[src/bk2_params.svh]
/*
 Constants for the buck-2 control register bank: register indexes, field
 positions, reset values and soft-start timing. Assumes a 25 MHz system clock.
*/
// Behaviour
// RULE1 - Disabled converter: discharge if float bit clear
// RULE2 - Start-up steps current limit exactly eight times
// RULE3 - Step field selects 32/64/128/256 us steps
// RULE4 - Capacitor field: 00 small, 10 large range
// RULE5 - Capacitor field loads only from configuration load
// RULE6 - Undervoltage: ignore, shut converter, or system reset
// RULE7 - Undervoltage always raises the interrupt; the code always sets status bit 0 but drives IRQ_O only when mask bit 0 is set
// RULE8 - Reserved action code behaves as ignore
`ifndef BK2_PARAMS_SVH
`define BK2_PARAMS_SVH

`define BK2_AXI_AW 18
`define BK2_IDX_CTL1 16'h405B
`define BK2_IDX_CTL2 16'h405C
`define BK2_IDX_RUN 16'h4060
`define BK2_IDX_STAT 16'h4061
`define BK2_IDX_MASK 16'h4062

`define BK2_FLT_BIT 7
`define BK2_SS_LSB 4
`define BK2_CAP_LSB 0
`define BK2_ACT_LSB 14
`define BK2_RUN_BIT 0
`define BK2_IRQ_UV 0
`define BK2_IRQ_SS 1

`define BK2_RST_FLT 1'h0
`define BK2_RST_SS 2'h0
`define BK2_RST_CAP 2'h0
`define BK2_RST_ACT 2'h0

`define BK2_CLK_MHZ 25
`define BK2_SS_T0_US 32
`define BK2_SS_T1_US 64
`define BK2_SS_T2_US 128
`define BK2_SS_T3_US 256
`define BK2_SS_STEPS 4'h8

`define BK2_RESP_OKAY 2'h0
`define BK2_RESP_SLVERR 2'h2

`endif

[src/bk2_pkg.sv]
/*
 Types for the buck-2 control bank: undervoltage action codes and soft-start
 states. Assumes nothing beyond the parameter header.
*/
`default_nettype none
package bk2_pkg;

    typedef enum logic [1:0] {
        ACT_IGNORE = 2'h0,
        ACT_SHUT = 2'h1,
        ACT_SYSRST = 2'h2,
        ACT_RSVD = 2'h3
    } bk2_act_e;

    typedef enum logic [2:0] {
        SS_IDLE = 3'h1,
        SS_RAMP = 3'h2,
        SS_DONE = 3'h4
    } bk2_ss_e;

endpackage
`default_nettype wire

[src/bk2_ss_if.sv]
/*
 Carrier between the register bank and the soft-start step timer.
 Assumes both ends share one clock.
*/
`timescale 1ns/1ns
`default_nettype none
interface bk2_ss_if;
    logic run;
    logic [15:0] step_cyc;
    logic [3:0] step;
    logic done;
    modport ctrl (output run, output step_cyc, input step, input done);
    modport timer (input run, input step_cyc, output step, output done);
endinterface
`default_nettype wire

[src/bk2_softstart.sv]
/*
 Soft-start step timer: while run is high, counts a fixed number of current
 limit steps, each step_cyc clocks long. Assumes run and step_cyc are
 synchronous to CLK_I.
*/
`timescale 1ns/1ns
`default_nettype none
`include "bk2_params.svh"
module bk2_softstart (
    input wire logic CLK_I,
    input wire logic SYS_RST_I,
    bk2_ss_if.timer ss
);
    bk2_pkg::bk2_ss_e state_q;
    logic [15:0] cnt_q;
    logic [3:0] step_q;
    logic step_end;

    assign step_end = (cnt_q >= ss.step_cyc - 16'h0001);
    assign ss.step = step_q;
    assign ss.done = (state_q == bk2_pkg::SS_DONE);

    always_ff @(posedge CLK_I or posedge SYS_RST_I) begin
        if (SYS_RST_I) begin
            state_q <= bk2_pkg::SS_IDLE;
            cnt_q <= 16'h0000;
            step_q <= 4'h0;
        end else if (!ss.run) begin
            state_q <= bk2_pkg::SS_IDLE;
            cnt_q <= 16'h0000;
            step_q <= 4'h0;
        end else begin
            case (state_q)
                bk2_pkg::SS_IDLE: begin
                    state_q <= bk2_pkg::SS_RAMP;
                    cnt_q <= 16'h0000;
                    step_q <= 4'h1;
                end
                bk2_pkg::SS_RAMP: begin
                    // Live field: a change mid-ramp applies from the next clock
                    if (step_end) begin
                        cnt_q <= 16'h0000;
                        if (step_q == `BK2_SS_STEPS) begin
                            state_q <= bk2_pkg::SS_DONE; // RULE2
                        end else begin
                            step_q <= step_q + 4'h1; // RULE2
                        end
                    end else begin
                        cnt_q <= cnt_q + 16'h0001;
                    end
                end
                bk2_pkg::SS_DONE: begin
                    state_q <= bk2_pkg::SS_DONE;
                end
                default: begin
                    state_q <= bk2_pkg::SS_IDLE;
                end
            endcase
        end
    end
endmodule
`default_nettype wire

[src/bk2_ctrl.sv]
/*
 Buck-2 control register bank behind an AXI4-Lite slave: float/discharge
 choice, soft-start timing, capacitor range, undervoltage policy and
 interrupt. Assumes UV_I, CFG_LOAD_I and CFG_CAP_I are asynchronous pins and
 that the bus runs on CLK_I.
*/
// Design decision made here: the AXI4-Lite slave port.
`timescale 1ns/1ns
`default_nettype none
`include "bk2_params.svh"
module bk2_ctrl #(
    parameter logic [15:0] SS_CYC_0 = 16'(`BK2_SS_T0_US * `BK2_CLK_MHZ),
    parameter logic [15:0] SS_CYC_1 = 16'(`BK2_SS_T1_US * `BK2_CLK_MHZ),
    parameter logic [15:0] SS_CYC_2 = 16'(`BK2_SS_T2_US * `BK2_CLK_MHZ),
    parameter logic [15:0] SS_CYC_3 = 16'(`BK2_SS_T3_US * `BK2_CLK_MHZ)
) (
    input wire logic CLK_I,
    input wire logic SYS_RST_I,
    input wire logic [`BK2_AXI_AW-1:0] S_AXI_AWADDR_I,
    input wire logic S_AXI_AWVALID_I,
    output logic S_AXI_AWREADY_O,
    input wire logic [31:0] S_AXI_WDATA_I,
    input wire logic [3:0] S_AXI_WSTRB_I,
    input wire logic S_AXI_WVALID_I,
    output logic S_AXI_WREADY_O,
    output logic [1:0] S_AXI_BRESP_O,
    output logic S_AXI_BVALID_O,
    input wire logic S_AXI_BREADY_I,
    input wire logic [`BK2_AXI_AW-1:0] S_AXI_ARADDR_I,
    input wire logic S_AXI_ARVALID_I,
    output logic S_AXI_ARREADY_O,
    output logic [31:0] S_AXI_RDATA_O,
    output logic [1:0] S_AXI_RRESP_O,
    output logic S_AXI_RVALID_O,
    input wire logic S_AXI_RREADY_I,
    input wire logic UV_I,
    input wire logic CFG_LOAD_I,
    input wire logic [1:0] CFG_CAP_I,
    output logic CONV_EN_O,
    output logic DISCHARGE_O,
    output logic [3:0] ILIM_STEP_O,
    output logic SS_DONE_O,
    output logic SYS_RESET_REQ_O,
    output logic IRQ_O
);
    localparam int AW = `BK2_AXI_AW;

    // Register select, one bit per register: ctl1, ctl2, run, stat, mask
    function automatic logic [4:0] reg_sel(input logic [AW-1:0] a);
        logic [15:0] idx;
        idx = a[AW-1:2];
        reg_sel = {idx == `BK2_IDX_MASK, idx == `BK2_IDX_STAT, idx == `BK2_IDX_RUN,
                   idx == `BK2_IDX_CTL2, idx == `BK2_IDX_CTL1};
    endfunction

    bk2_ss_if ss ();

    // Pin synchronisers; first stage feeds only the second
    logic uv_s1_q, uv_s2_q, uv_s3_q;
    logic ld_s1_q, ld_s2_q, ld_s3_q;
    logic [1:0] cap_s1_q, cap_s2_q;

    always_ff @(posedge CLK_I or posedge SYS_RST_I) begin
        if (SYS_RST_I) begin
            uv_s1_q <= 1'h0;
            uv_s2_q <= 1'h0;
            uv_s3_q <= 1'h0;
            ld_s1_q <= 1'h0;
            ld_s2_q <= 1'h0;
            ld_s3_q <= 1'h0;
            cap_s1_q <= 2'h0;
            cap_s2_q <= 2'h0;
        end else begin
            uv_s1_q <= UV_I;
            uv_s2_q <= uv_s1_q;
            uv_s3_q <= uv_s2_q;
            ld_s1_q <= CFG_LOAD_I;
            ld_s2_q <= ld_s1_q;
            ld_s3_q <= ld_s2_q;
            cap_s1_q <= CFG_CAP_I;
            cap_s2_q <= cap_s1_q;
        end
    end

    logic uv_rise, ld_rise;
    assign uv_rise = uv_s2_q & ~uv_s3_q;
    assign ld_rise = ld_s2_q & ~ld_s3_q;

    // Write channel: address and data held independently, then one write
    logic aw_held_q, w_held_q;
    logic [AW-1:0] awaddr_q;
    logic [31:0] wdata_q;
    logic [3:0] wstrb_q;
    logic aw_hs, w_hs, do_write;
    logic [4:0] wsel;

    assign aw_hs = S_AXI_AWVALID_I & S_AXI_AWREADY_O;
    assign w_hs = S_AXI_WVALID_I & S_AXI_WREADY_O;
    assign do_write = aw_held_q & w_held_q & ~S_AXI_BVALID_O;
    assign wsel = reg_sel(awaddr_q);

    always_ff @(posedge CLK_I or posedge SYS_RST_I) begin
        if (SYS_RST_I) begin
            aw_held_q <= 1'h0;
            w_held_q <= 1'h0;
            awaddr_q <= '0;
            wdata_q <= 32'h00000000;
            wstrb_q <= 4'h0;
            S_AXI_AWREADY_O <= 1'h1;
            S_AXI_WREADY_O <= 1'h1;
            S_AXI_BVALID_O <= 1'h0;
            S_AXI_BRESP_O <= `BK2_RESP_OKAY;
        end else begin
            if (aw_hs) begin
                aw_held_q <= 1'h1;
                awaddr_q <= S_AXI_AWADDR_I;
                S_AXI_AWREADY_O <= 1'h0;
            end
            if (w_hs) begin
                w_held_q <= 1'h1;
                wdata_q <= S_AXI_WDATA_I;
                wstrb_q <= S_AXI_WSTRB_I;
                S_AXI_WREADY_O <= 1'h0;
            end
            if (do_write) begin
                aw_held_q <= 1'h0;
                w_held_q <= 1'h0;
                S_AXI_BVALID_O <= 1'h1;
                S_AXI_BRESP_O <= (wsel != 5'h00) ? `BK2_RESP_OKAY : `BK2_RESP_SLVERR;
            end
            if (S_AXI_BVALID_O && S_AXI_BREADY_I) begin
                S_AXI_BVALID_O <= 1'h0;
                S_AXI_AWREADY_O <= 1'h1;
                S_AXI_WREADY_O <= 1'h1;
            end
        end
    end

    // Register fields
    logic flt_q, run_q;
    logic [1:0] ss_q, cap_q, act_q, stat_q, mask_q;
    logic lane0;

    assign lane0 = do_write & wstrb_q[0];

    always_ff @(posedge CLK_I or posedge SYS_RST_I) begin
        if (SYS_RST_I) begin
            flt_q <= `BK2_RST_FLT;
            ss_q <= `BK2_RST_SS;
        end else if (lane0 && wsel[0]) begin
            flt_q <= wdata_q[`BK2_FLT_BIT];
            ss_q <= wdata_q[`BK2_SS_LSB +: 2];
        end
    end

    // Bus writes never reach the capacitor field
    always_ff @(posedge CLK_I or posedge SYS_RST_I) begin
        if (SYS_RST_I) begin
            cap_q <= `BK2_RST_CAP;
        end else if (ld_rise) begin
            cap_q <= cap_s2_q; // RULE5 RULE4
        end
    end

    always_ff @(posedge CLK_I or posedge SYS_RST_I) begin
        if (SYS_RST_I) begin
            act_q <= `BK2_RST_ACT;
        end else if (do_write && wstrb_q[1] && wsel[1]) begin
            act_q <= wdata_q[`BK2_ACT_LSB +: 2];
        end
    end

    always_ff @(posedge CLK_I or posedge SYS_RST_I) begin
        if (SYS_RST_I) begin
            mask_q <= 2'h0;
        end else if (lane0 && wsel[4]) begin
            mask_q <= wdata_q[1:0];
        end
    end

    // Undervoltage policy; shutdown wins over a same-cycle enable write
    bk2_pkg::bk2_act_e act;
    assign act = bk2_pkg::bk2_act_e'(act_q);

    always_ff @(posedge CLK_I or posedge SYS_RST_I) begin
        if (SYS_RST_I) begin
            run_q <= 1'h0;
        end else if (uv_rise && act == bk2_pkg::ACT_SHUT) begin
            run_q <= 1'h0; // RULE6
        end else if (lane0 && wsel[2]) begin
            run_q <= wdata_q[`BK2_RUN_BIT];
        end
    end

    always_ff @(posedge CLK_I or posedge SYS_RST_I) begin
        if (SYS_RST_I) begin
            SYS_RESET_REQ_O <= 1'h0;
        end else begin
            // Reserved code falls through to no action
            SYS_RESET_REQ_O <= uv_rise && act == bk2_pkg::ACT_SYSRST; // RULE6 RULE8
        end
    end

    // Soft-start timer
    assign ss.run = run_q;
    always_comb begin
        case (ss_q)
            2'h0: ss.step_cyc = SS_CYC_0; // RULE3
            2'h1: ss.step_cyc = SS_CYC_1;
            2'h2: ss.step_cyc = SS_CYC_2;
            default: ss.step_cyc = SS_CYC_3;
        endcase
    end

    bk2_softstart u_ss (
        .CLK_I(CLK_I),
        .SYS_RST_I(SYS_RST_I),
        .ss(ss.timer)
    );

    logic ss_done_q;
    always_ff @(posedge CLK_I or posedge SYS_RST_I) begin
        if (SYS_RST_I) begin
            ss_done_q <= 1'h0;
        end else begin
            ss_done_q <= ss.done;
        end
    end

    // Read channel
    logic ar_hs;
    logic [4:0] rsel;
    logic [15:0] rd_val;
    assign ar_hs = S_AXI_ARVALID_I & S_AXI_ARREADY_O;
    assign rsel = reg_sel(S_AXI_ARADDR_I);

    always_comb begin
        rd_val = 16'h0000;
        if (rsel[0]) begin
            rd_val[`BK2_FLT_BIT] = flt_q;
            rd_val[`BK2_SS_LSB +: 2] = ss_q;
            rd_val[`BK2_CAP_LSB +: 2] = cap_q;
        end
        if (rsel[1]) begin
            rd_val[`BK2_ACT_LSB +: 2] = act_q;
        end
        if (rsel[2]) begin
            rd_val[`BK2_RUN_BIT] = run_q;
        end
        if (rsel[3]) begin
            rd_val[1:0] = stat_q;
        end
        if (rsel[4]) begin
            rd_val[1:0] = mask_q;
        end
    end

    always_ff @(posedge CLK_I or posedge SYS_RST_I) begin
        if (SYS_RST_I) begin
            S_AXI_ARREADY_O <= 1'h1;
            S_AXI_RVALID_O <= 1'h0;
            S_AXI_RDATA_O <= 32'h00000000;
            S_AXI_RRESP_O <= `BK2_RESP_OKAY;
        end else if (ar_hs) begin
            S_AXI_ARREADY_O <= 1'h0;
            S_AXI_RVALID_O <= 1'h1;
            S_AXI_RDATA_O <= {16'h0000, rd_val};
            S_AXI_RRESP_O <= (rsel != 5'h00) ? `BK2_RESP_OKAY : `BK2_RESP_SLVERR;
        end else if (S_AXI_RVALID_O && S_AXI_RREADY_I) begin
            S_AXI_RVALID_O <= 1'h0;
            S_AXI_ARREADY_O <= 1'h1;
        end
    end

    // Sticky status; a new event beats the read-clear
    logic [1:0] stat_set;
    assign stat_set = {ss.done & ~ss_done_q, uv_rise}; // RULE7

    always_ff @(posedge CLK_I or posedge SYS_RST_I) begin
        if (SYS_RST_I) begin
            stat_q <= 2'h0;
        end else begin
            stat_q <= (stat_q & ~{2{ar_hs & rsel[3]}}) | stat_set;
        end
    end

    // Outputs, all registered
    always_ff @(posedge CLK_I or posedge SYS_RST_I) begin
        if (SYS_RST_I) begin
            CONV_EN_O <= 1'h0;
            DISCHARGE_O <= 1'h0;
            ILIM_STEP_O <= 4'h0;
            SS_DONE_O <= 1'h0;
            IRQ_O <= 1'h0;
        end else begin
            CONV_EN_O <= run_q;
            DISCHARGE_O <= ~run_q & ~flt_q; // RULE1
            ILIM_STEP_O <= ss.step; // RULE2
            SS_DONE_O <= ss.done;
            IRQ_O <= |(stat_q & mask_q);
        end
    end
endmodule
`default_nettype wire

[config.mk]
export PLATFORM = sky130hd
export DESIGN_NAME = bk2_ctrl
export DESIGN_NICKNAME = d
export VERILOG_FILES = /design/src/bk2_pkg.sv /design/src/bk2_ss_if.sv /design/src/bk2_softstart.sv /design/src/bk2_ctrl.sv
export VERILOG_INCLUDE_DIRS = /design/src
export SDC_FILE = /design/constraint.sdc
export NUM_CORES = 1
export LEC_CHECK = 0
export BUFFER_PORTS_ARGS = -buffer_cell sky130_fd_sc_hd__buf_2
export CORE_MARGIN = 4
export CORE_UTILIZATION = 52
export DETAILED_ROUTE_END_ITERATION = 8
export PLACE_DENSITY = 0.8
export SYNTH_ARGS = -nofsm -noshare
export SYNTH_HDL_FRONTEND = slang
export SYNTH_SLANG_ARGS = --single-unit
[constraint.sdc]
create_clock -name CLK_I -period 3.6 [get_ports CLK_I]
set_clock_uncertainty 0.15 [all_clocks]
set_input_delay 0.18 -clock CLK_I [delete_from_list [all_inputs] [get_ports CLK_I]]
set_output_delay 0.18 -clock CLK_I [all_outputs]
set_load 0.005 [all_outputs]
==> impl_metrics.ini, run 1 <==
[outcome]
status = finished, final reports clean

[synth]
synth-simple-area-share_pct = 14.7
netlist.area_leader.share_pct = 49.6
synth_warnings = 0
async_flop_share_pct = 100
synth_fa_ha_area_share_pct = 5.18
yosysUniqueCellTypes = 56
synthMostInstantiatedCell = dfrtp_1
synthXorXnorAreaFrac_pct = 1.91
seq_area_frac_synth_pct = 51.9
netlist_top_cells_count = 91 x dfrtp_1, 33 x mux2_2, 27 x buf_4, 27 x nand2_1, 26 x inv_1
syn_avg_cell_area_um2 = 11.3
muxShareOfSynthArea_pct = 8.53
ys_seq_elements = 95
synth_largest_area_cell = dfrtp_1
synth-edff-count = 0
synth_compound_area_share_pct = 9.95
ys.flop_type = dfrtp_1
synth_area_um2 = 4590
synth_top_family_by_area = simple AND/OR/NAND/NOR gates
synthTopCellsByArea = dfrtp_1 50%, mux2_2 8.1%, ha_1 5.2%
syn_inst = 407

[layout]
synthToLayoutAreaGrowth_pct = 20.7
layout-drive-gt1-share_pct = 26.3
nets = 622
fin_area_um2 = 5540
insertedDiodeCount = 0
fill_cells = 650

[clock_tree]
clk_latency_ns = 0.36
clk_pin_slew_ns = 0.10
clockBufferDepth = 2
cts_resized = 0
cts_buffers = 9
cts_tree = yes
postCtsSetupRepairBufs = 0
cts_max_level = 3
root_buffer = clkbuf_8
cts.sinks = 95

[worst_setup_path]
crit_type = reg2reg
cp.required_ns = 3.74
worstPathMaxFanout = 11
endpoint_kind = flip-flop
crit_path_start_kind = flip-flop
worstPathArrival_ns = 3.35
r2r_slack_ns = 0.40
reg2reg_to = u_ss.cnt_q[2]
rr_startpoint = ss_q[1]
r2r_cells = 11

[timing]
hold_viol = 0
maxSlewViolCount = 0
tightest_slew_ns = 0.908
period_needed_ns = 3.20
fmax_ghz = 0.312
slew_headroom_pct = 39.4
rsz0062_at_grt = false
fin_setup_tns_ns = 0
fin_crit_sh_pct = 89.0
setup_viol = 0
setup_ws_ns = 0.398

[place]
gp_congestion = 0.812
dpl_worst_slack_ns = 0.417
dp_hpwl_um = 6430
port_buffers = 74
placed_area_um2 = 4960

[global_routing]
grt_pass1_wl_um = 15900
first_global_vias = 3372
grt_max_degree = 56
grt_usage_pct = 19.3
antenna_found_initial = 0
overflow = 0

[floorplan]
core_um2 = 8640
die_area_um2 = 10400
die_h_um = 102
dieWidth_um = 102
fp-row-count = 34
start_util_pct = 53.2
io_pins = 133

[route]
antenna_left = 0
finalWirelength_um = 9500
drtIter0Drc = 141
dr.pass1.iters = 4
vias = 3355
drc = 0
routed_via_density = 5.30
wl_per_cell_um = 15.0

[hold_path]
whs_endpoint = S_AXI_RRESP_O[1]
hp-start = S_AXI_ARADDR_I[16]
min_path_type = in2reg
min_delay_path_depth = 4

[run]
cap_violations = 0

[power_and_ir_drop]
p_total_mw = 2.55
ir_drop_v = 0.000361
pwr_density_cell_nw_per_um2 = 459
p_leak_nw = 2.66
==> worst max-delay path by stage <==
stage                    from         endpoint  slack (ns)  depth (start not counted)
floorplan           SYS_RST_I        CONV_EN_O        0.80                          1
global placement      ss_q[0]    u_ss.cnt_q[2]        0.51                         11
detailed placement    ss_q[0]    u_ss.cnt_q[2]        0.42                         11
CTS                   ss_q[0]    u_ss.cnt_q[2]        0.39                         11
global route          ss_q[1]  u_ss.ss.step[0]        0.14                         10
finish                ss_q[1]    u_ss.cnt_q[2]        0.40                         11
==> registers in the layout (all words and copies together) (netlist names), 3 cells and up <==
name / cells
ILIM_STEP_O: 4
S_AXI_RDATA_O: 7
awaddr_q: 16
u_ss.cnt_q: 16
u_ss.ss.step: 4
u_ss.state_q: 3
wdata_q: 7
==> logic make-up after synthesis <==
kind of cell,after synthesis
flip-flops,95
AND/OR/NAND/NOR,117
multiplexers,35
XOR/XNOR,10
other,1
AO/OA/AOI/OAI,65
buffers and inverters,65
adder cells (fa/ha/maj),19
==> power by group <==
group / total, mW / switching, mW / internal [mW]
logic: 0.434 / 0.182 / 0.252
registers: 1.39 / 0.127 / 1.26
clock network: 0.722 / 0.375 / 0.347
==> per-layer routing <==
layer  track usage (%)  share of wire [%]  up-vias
met1              24.1                 41     1644
met4              6.26                1.5        0
met2              33.9                 53       86
met5                 0                  0        -
met3              3.48                4.9       16
li1                  -                  -     1609
==> layout by cell type (no fill, tap or decap), types with 4 or more instances in the layout <==
master / count
mux2_2: 33
dfstp_2: 4
nand3b_1: 4
xor2_1: 5
dlygate4sd3_1: 38
nor3_1: 9
o21ai_0: 21
nor3b_1: 4
and3_1: 5
nand3_1: 9
nor2_1: 20
nand2_1: 27
a21oi_1: 6
inv_1: 25
buf_2: 74
conb_1: 27
nor4_1: 6
dfrtp_1: 91
xnor2_1: 5
a22o_1: 9
nor4b_1: 6
ha_1: 19
nor2b_1: 5
nand4_1: 6
clkbuf_8: 10
==> worst max-delay path, stage by stage, from the launching register on <==
cell and delay, ns:
dfrtp_1 0.45, inv_1 0.15, ha_1 0.22, inv_1 0.08
ha_1 0.28, ha_1 0.30, and4_1 0.18, a221o_1 0.38
a211oi_4 0.51, buf_4 0.24, nand4b_1 0.10, nand3_1 0.11
==> per-stage QoR <==
step / util, % / hold slack (ns) / instances
3_5_place_dp: 57.4 / 0.140 / 579
4_1_cts: 64.2 / 0.0855 / 633
3_3_place_gp: 57.4 / 0.138 / 579
5_1_grt: 64.2 / 0.114 / 633
2_1_floorplan: - / 0.0614 / 433
6_report: 64.2 / 0.107 / 633
==> layout make-up <==
cell class,count,area [µm²],area share [%]
inverter,26,98.8,1.78
tap,108,135,2.44
multi-input combinational,273,1950,35.2
timing repair buffer,115,773,13.9
clock inverter,5,63.8,1.15
clock buffer,11,141,2.55
sequential,95,2380,43.0
==> timing repair <==
item                                   in CTS  in global routing
setup endpoints to repair                   0                  0
endpoints found under the hold margin      85                  0
hold buffers                               38                  0
Note: power is estimated with default switching activity, not from simulation.
==> inputs of run 2 (changes only) <==
ABC_CLOCK_PERIOD_IN_PS = 3600   (was unset)
CELL_PAD_IN_SITES_DETAIL_PLACEMENT = 1   (was unset)
CELL_PAD_IN_SITES_GLOBAL_PLACEMENT = 2   (was unset)
CORE_UTILIZATION = 30   (was 52)
PLACE_DENSITY = unset   (was 0.8)
PLACE_DENSITY_LB_ADDON = 0.1   (was unset)
==> run 2 against run 1 <==
Net effect: critical path depth is the same; clock power grew 33%; via count fell by 1.5%; combinational power about the same; sequential power about the same; core utilization fell by 25 points; first-iteration DRC count fell by 35%; cell area increased by 3.4%; critical endpoint is now u_ss.ss.step[0]; largest cell class unchanged; largest power group unchanged.
==> impl_metrics.ini, run 2 (synthesis results as in run 1) <==
[clock_tree]
cts_buffers = 9
cts_resized = 0
clk_latency_ns = 0.35
postCtsSetupRepairBufs = 0
clockBufferDepth = 2
cts.sinks = 95
cts_tree = yes
cts_max_level = 3
clk_pin_slew_ns = 0.07
root_buffer = clkbuf_16

[floorplan]
fp-row-count = 44
start_util_pct = 31.1
die_h_um = 132
die_area_um2 = 17400
core_um2 = 14800
io_pins = 133
dieWidth_um = 132

[route]
drc = 0
antenna_left = 0
dr.pass1.iters = 4
drtIter0Drc = 92
routed_via_density = 4.66
wl_per_cell_um = 15.2
finalWirelength_um = 10800
vias = 3306

[power_and_ir_drop]
ir_drop_v = 0.000238
p_comb_share_pct = 15.5
power.switching_mw = 0.772
power.internal_mw = 2.01
p_clk_share_pct = 34.4
switching_share_pct = 27.8
pwr_density_cell_nw_per_um2 = 485
p_leak_nw = 2.70
seqPwrFrac_pct = 50.0

[layout]
layout-drive-gt1-share_pct = 26.5
nets = 622
final_core_util_pct = 38.9
insertedDiodeCount = 0
top_regs = awaddr_q (16), u_ss.cnt_q (16)
synthToLayoutAreaGrowth_pct = 24.9
fin_cells = 709
final_common_cell = dfrtp_1
final_cell_mix = 91 x dfrtp_1, 74 x buf_2, 38 x dlygate4sd3_1

[worst_setup_path]
worstPathArrival_ns = 3.25
crit_path_start_kind = flip-flop
r2r_slack_ns = 0.41
crit_type = reg2reg
critPathLaunch = ss_q[0]
endpoint_kind = flip-flop
rr_startpoint = ss_q[0]
cp.required_ns = 3.66
worstPathMaxFanout = 9

[timing]
slew_headroom_pct = 49.4
maxSlewViolCount = 0
setup_viol = 0
fin_setup_tns_ns = 0
tightest_slew_ns = 0.754
period_needed_ns = 3.19
fin_crit_sh_pct = 88.6
setup_ws_ns = 0.411
fmax_ghz = 0.314
hold_viol = 0
finalHoldWorstSlack_ns = 0.128
rsz0062_at_grt = false

[global_routing]
antenna_found_initial = 0
grt_usage_pct = 13.2
grt_pass1_wl_um = 18600
grt_max_degree = 51
overflow = 0
first_global_vias = 3684

[place]
gp_congestion = 0.704
port_buffers = 74
dp_cells = 655
dp_hpwl_um = 7690
dpl_worst_slack_ns = 0.376

[hold_path]
hp-start = S_AXI_ARADDR_I[17]
min_path_type = in2reg

[run]
cap_violations = 0

[outcome]
status = finished, final reports clean
[run 2: changes by cell type in the layout (fill, tap and decap cells not counted)]
cell,before,now
clkbuf_8,10,0
clkbuf_1,1,0
clkbuf_16,0,9
clkinv_2,1,0
clkinv_8,0,1
clkinvlp_4,1,0
inv_8,0,2
bufinv_16,1,0
inv_4,0,1
clkinv_4,1,2
[run 2: critical path: stages (launching register included)]
cell	delay, ns
dfrtp_1	0.45
inv_1	0.13
ha_1	0.22
inv_1	0.08
ha_1	0.28
ha_1	0.30
and4_1	0.18
a221o_1	0.38
a211oi_4	0.42
buf_4	0.25
a211oi_1	0.05
a2bb2oi_1	0.16
[run 2: final cells by class]
| cell class | instances | area, µm² |
|---|---|---|
| clock buffers | 9 | 225 |
| clock inverters | 7 | 73.8 |
| fillers | 1649 | 9020 |
| inverters | 26 | 100 |
| multi-input cells | 273 | 1950 |
| flip-flops and latches | 95 | 2380 |
| well taps | 184 | 230 |
| repair buffers | 115 | 773 |
[run 2: power groups by stage]
stage / logic (mW) / registers [mW] / clock network, mW
after floorplan: 0.307 / 1.37 / 0
after global placement: 0.385 / 1.40 / 0
after detailed placement: 0.401 / 1.41 / 0
after CTS: 0.443 / 1.39 / 1.01
after global routing: 0.488 / 1.42 / 1.04
final: 0.432 / 1.39 / 0.957
[run 2: metal layers]
| layer | track usage, % | share of wire, % | vias to the layer above |
|---|---|---|---|
| li1 | - | - | 1613 |
| met1 | 16.0 | 45 | 1630 |
| met2 | 23.0 | 51 | 54 |
| met3 | 3.44 | 3.2 | 9 |
| met4 | 3.91 | 1.1 | 0 |
| met5 | 0 | 0 | - |
[run 2: final timing paths]
check                           cells past startpoint          endpoint
worst min-delay path                                4  S_AXI_RRESP_O[1]
max in group asynchronous                           4   S_AXI_ARREADY_O
worst max-delay path                               11   u_ss.ss.step[0]
worst min register to register                      0       cap_s2_q[0]
min in group asynchronous                           3    S_AXI_BVALID_O
worst max register to register                     11   u_ss.ss.step[0]
[run 2: stage by stage]
stage | area, µm² | power [mW]
final | 5730 | 2.78
after global routing | 5730 | 2.95
after CTS | 5730 | 2.84
after detailed placement | 5050 | 1.82
after global placement | 5050 | 1.79
after floorplan | 4690 | 1.68
[run 2: repair_timing]
| action | in CTS | in global routing |
|---|---|---|
| endpoints found under the setup margin | 0 | 0 |
| hold endpoints to repair | 82 | 0 |
| hold buffers | 38 | 0 |
==> inputs of run 3 (changes only) <==
CAP_MARGIN = 20   (was unset)
PLACE_DENSITY = 0.75   (was unset)
PLACE_DENSITY_LB_ADDON = unset   (was 0.1)
==> run 3 against run 2 <==
Net effect: worst setup slack improved by 0.0061 ns; cell count grew 0.14%; global-route usage is 0.23 points lower; non-clock buffer count is 1 higher; largest power group unchanged; register-to-register slack about the same; core utilization increased by 0.21 points; first-iteration DRC count increased by 5.4%.
==> impl_metrics.ini, run 3 (synthesis results as in run 1) <==
[outcome]
status = finished, final reports clean

[layout]
final_common_cell = dfrtp_1
synthToLayoutAreaGrowth_pct = 25.6
insertedDiodeCount = 0
fill_cells = 1663
fin_cells = 710
nets = 623
layout-drive-gt1-share_pct = 26.4
fin_area_um2 = 5770
top_regs = awaddr_q (16), u_ss.cnt_q (16)
final_cell_mix = 91 x dfrtp_1, 74 x buf_2, 39 x dlygate4sd3_1

[worst_setup_path]
crit_buf_inv = 3
crit_type = reg2reg
slowest_stage = dfrtp_1
crit_path_max_incr_delay_ns = 0.45
worstPathMaxFanout = 9
cpLargestDelayFamily = compound AO/OA/AOI/OAI gates
cp_cell_sequence = inv_1 > ha_1 > inv_1 > ha_1 > ha_1 > and4_1 > a221o_1 > a211oi_4 > buf_4 > a211oi_1 > a2bb2oi_1
crit_path_start_kind = flip-flop
worstPathArrival_ns = 3.24
cp.required_ns = 3.66
worst_path_most_repeated_cell = ha_1
endpoint_kind = flip-flop

[clock_tree]
postCtsSetupRepairBufs = 0
cts_tree = yes
cts_hold_buf = 39
cts_max_level = 3
cts.sinks = 95
cts_resized = 0
clk_latency_ns = 0.35
clk_pin_slew_ns = 0.07
cts_buffers = 9
root_buffer = clkbuf_16
clockBufferDepth = 2

[route]
dr.pass1.iters = 4
routed_via_density = 4.70
drc = 0
wl_per_cell_um = 15.2
antenna_left = 0
vias = 3340
finalWirelength_um = 10800
drtIter0Drc = 97

[global_routing]
grt_pass1_wl_um = 18300
antenna_found_initial = 0
overflow = 0
grt_max_degree = 87
first_global_vias = 3625
grt_usage_pct = 12.9

[timing]
setup_viol = 0
tightest_slew_ns = 0.739
hold_viol = 0
fmax_ghz = 0.314
fin_setup_tns_ns = 0
maxSlewViolCount = 0
finalHoldWorstSlack_ns = 0.129
fin_crit_sh_pct = 88.4
slew_headroom_pct = 50.4
period_needed_ns = 3.18
rsz0062_at_grt = false

[power_and_ir_drop]
ir_drop_v = 0.000332
pwr_density_cell_nw_per_um2 = 483
power.switching_mw = 0.758
p_comb_share_pct = 15.9
p_clk_share_pct = 34.1
p_leak_nw = 2.71
switching_share_pct = 27.2
seqPwrFrac_pct = 50.0
power.internal_mw = 2.03

[floorplan]
start_util_pct = 31.1
die_area_um2 = 17400
fp-row-count = 44
dieWidth_um = 132
die_h_um = 132
io_pins = 133
core_um2 = 14800

[run]
cap_violations = 0

[place]
gp_congestion = 0.748
placed_area_um2 = 5050
dp_cells = 654
port_buffers = 74
dp_hpwl_um = 7400

[hold_path]
min_path_type = in2reg
run 3: final timing paths:
check                                   start               end  slack, ns  depth (start not counted)
max                                   ss_q[0]   u_ss.ss.step[0]       0.42                         11
min                        S_AXI_ARADDR_I[17]  S_AXI_RRESP_O[1]       0.13                          4
max reg2reg                           ss_q[0]   u_ss.ss.step[0]       0.42                         11
min reg2reg                           ld_s1_q           ld_s2_q       0.20                          0
max in group asynchronous           SYS_RST_I         CONV_EN_O       2.27                          5
min in group asynchronous           SYS_RST_I    u_ss.cnt_q[11]       0.22                          3
run 3: power groups by stage:
| stage | clock [mW] | sequential [mW] | combinational (mW) |
|---|---|---|---|
| final | 0.949 | 1.39 | 0.443 |
| after global routing | 1.03 | 1.42 | 0.494 |
| after CTS | 0.985 | 1.39 | 0.440 |
| after detailed placement | 0 | 1.41 | 0.397 |
| after global placement | 0 | 1.40 | 0.380 |
| after floorplan | 0 | 1.37 | 0.307 |
run 3: final cells by class:
class,count,area [µm²],share of cell area [%]
Timing Repair Buffer,116,803,13.9
Tap cell,184,230,3.99
Sequential cell,95,2380,41.3
Clock buffer,10,239,4.14
Multi-Input combinational cell,273,1950,33.8
Clock inverter,6,61.3,1.06
Inverter,26,100,1.74
run 3: stage by stage:
stage / setup slack [ns] / power (mW) / util [%]
2_1_floorplan: 0.800 / 1.68 / -
3_3_place_gp: 0.487 / 1.78 / 34.2
3_5_place_dp: 0.410 / 1.81 / 34.2
4_1_cts: 0.367 / 2.81 / 38.9
5_1_grt: 0.171 / 2.94 / 39.1
6_report: 0.417 / 2.78 / 39.1
run 3: worst reg2reg max path, delay by kind of cell (launching register included):
kind / cells / cell delay (ns)
buffers and inverters: 3 / 0.45
adder cells (fa/ha/maj): 3 / 0.79
AO/OA/AOI/OAI: 4 / 1.03
AND/OR/NAND/NOR: 1 / 0.18
flip-flops: 1 / 0.45
run 3: metal layers:
layer  vias to the layer above  GRT usage, %  wire [µm]
li1                       1619             -          -
met1                      1655          15.2       4620
met2                        53          23.2       5660
met3                        13          3.29        405
met4                         0          4.03        127
met5                         -             0          0
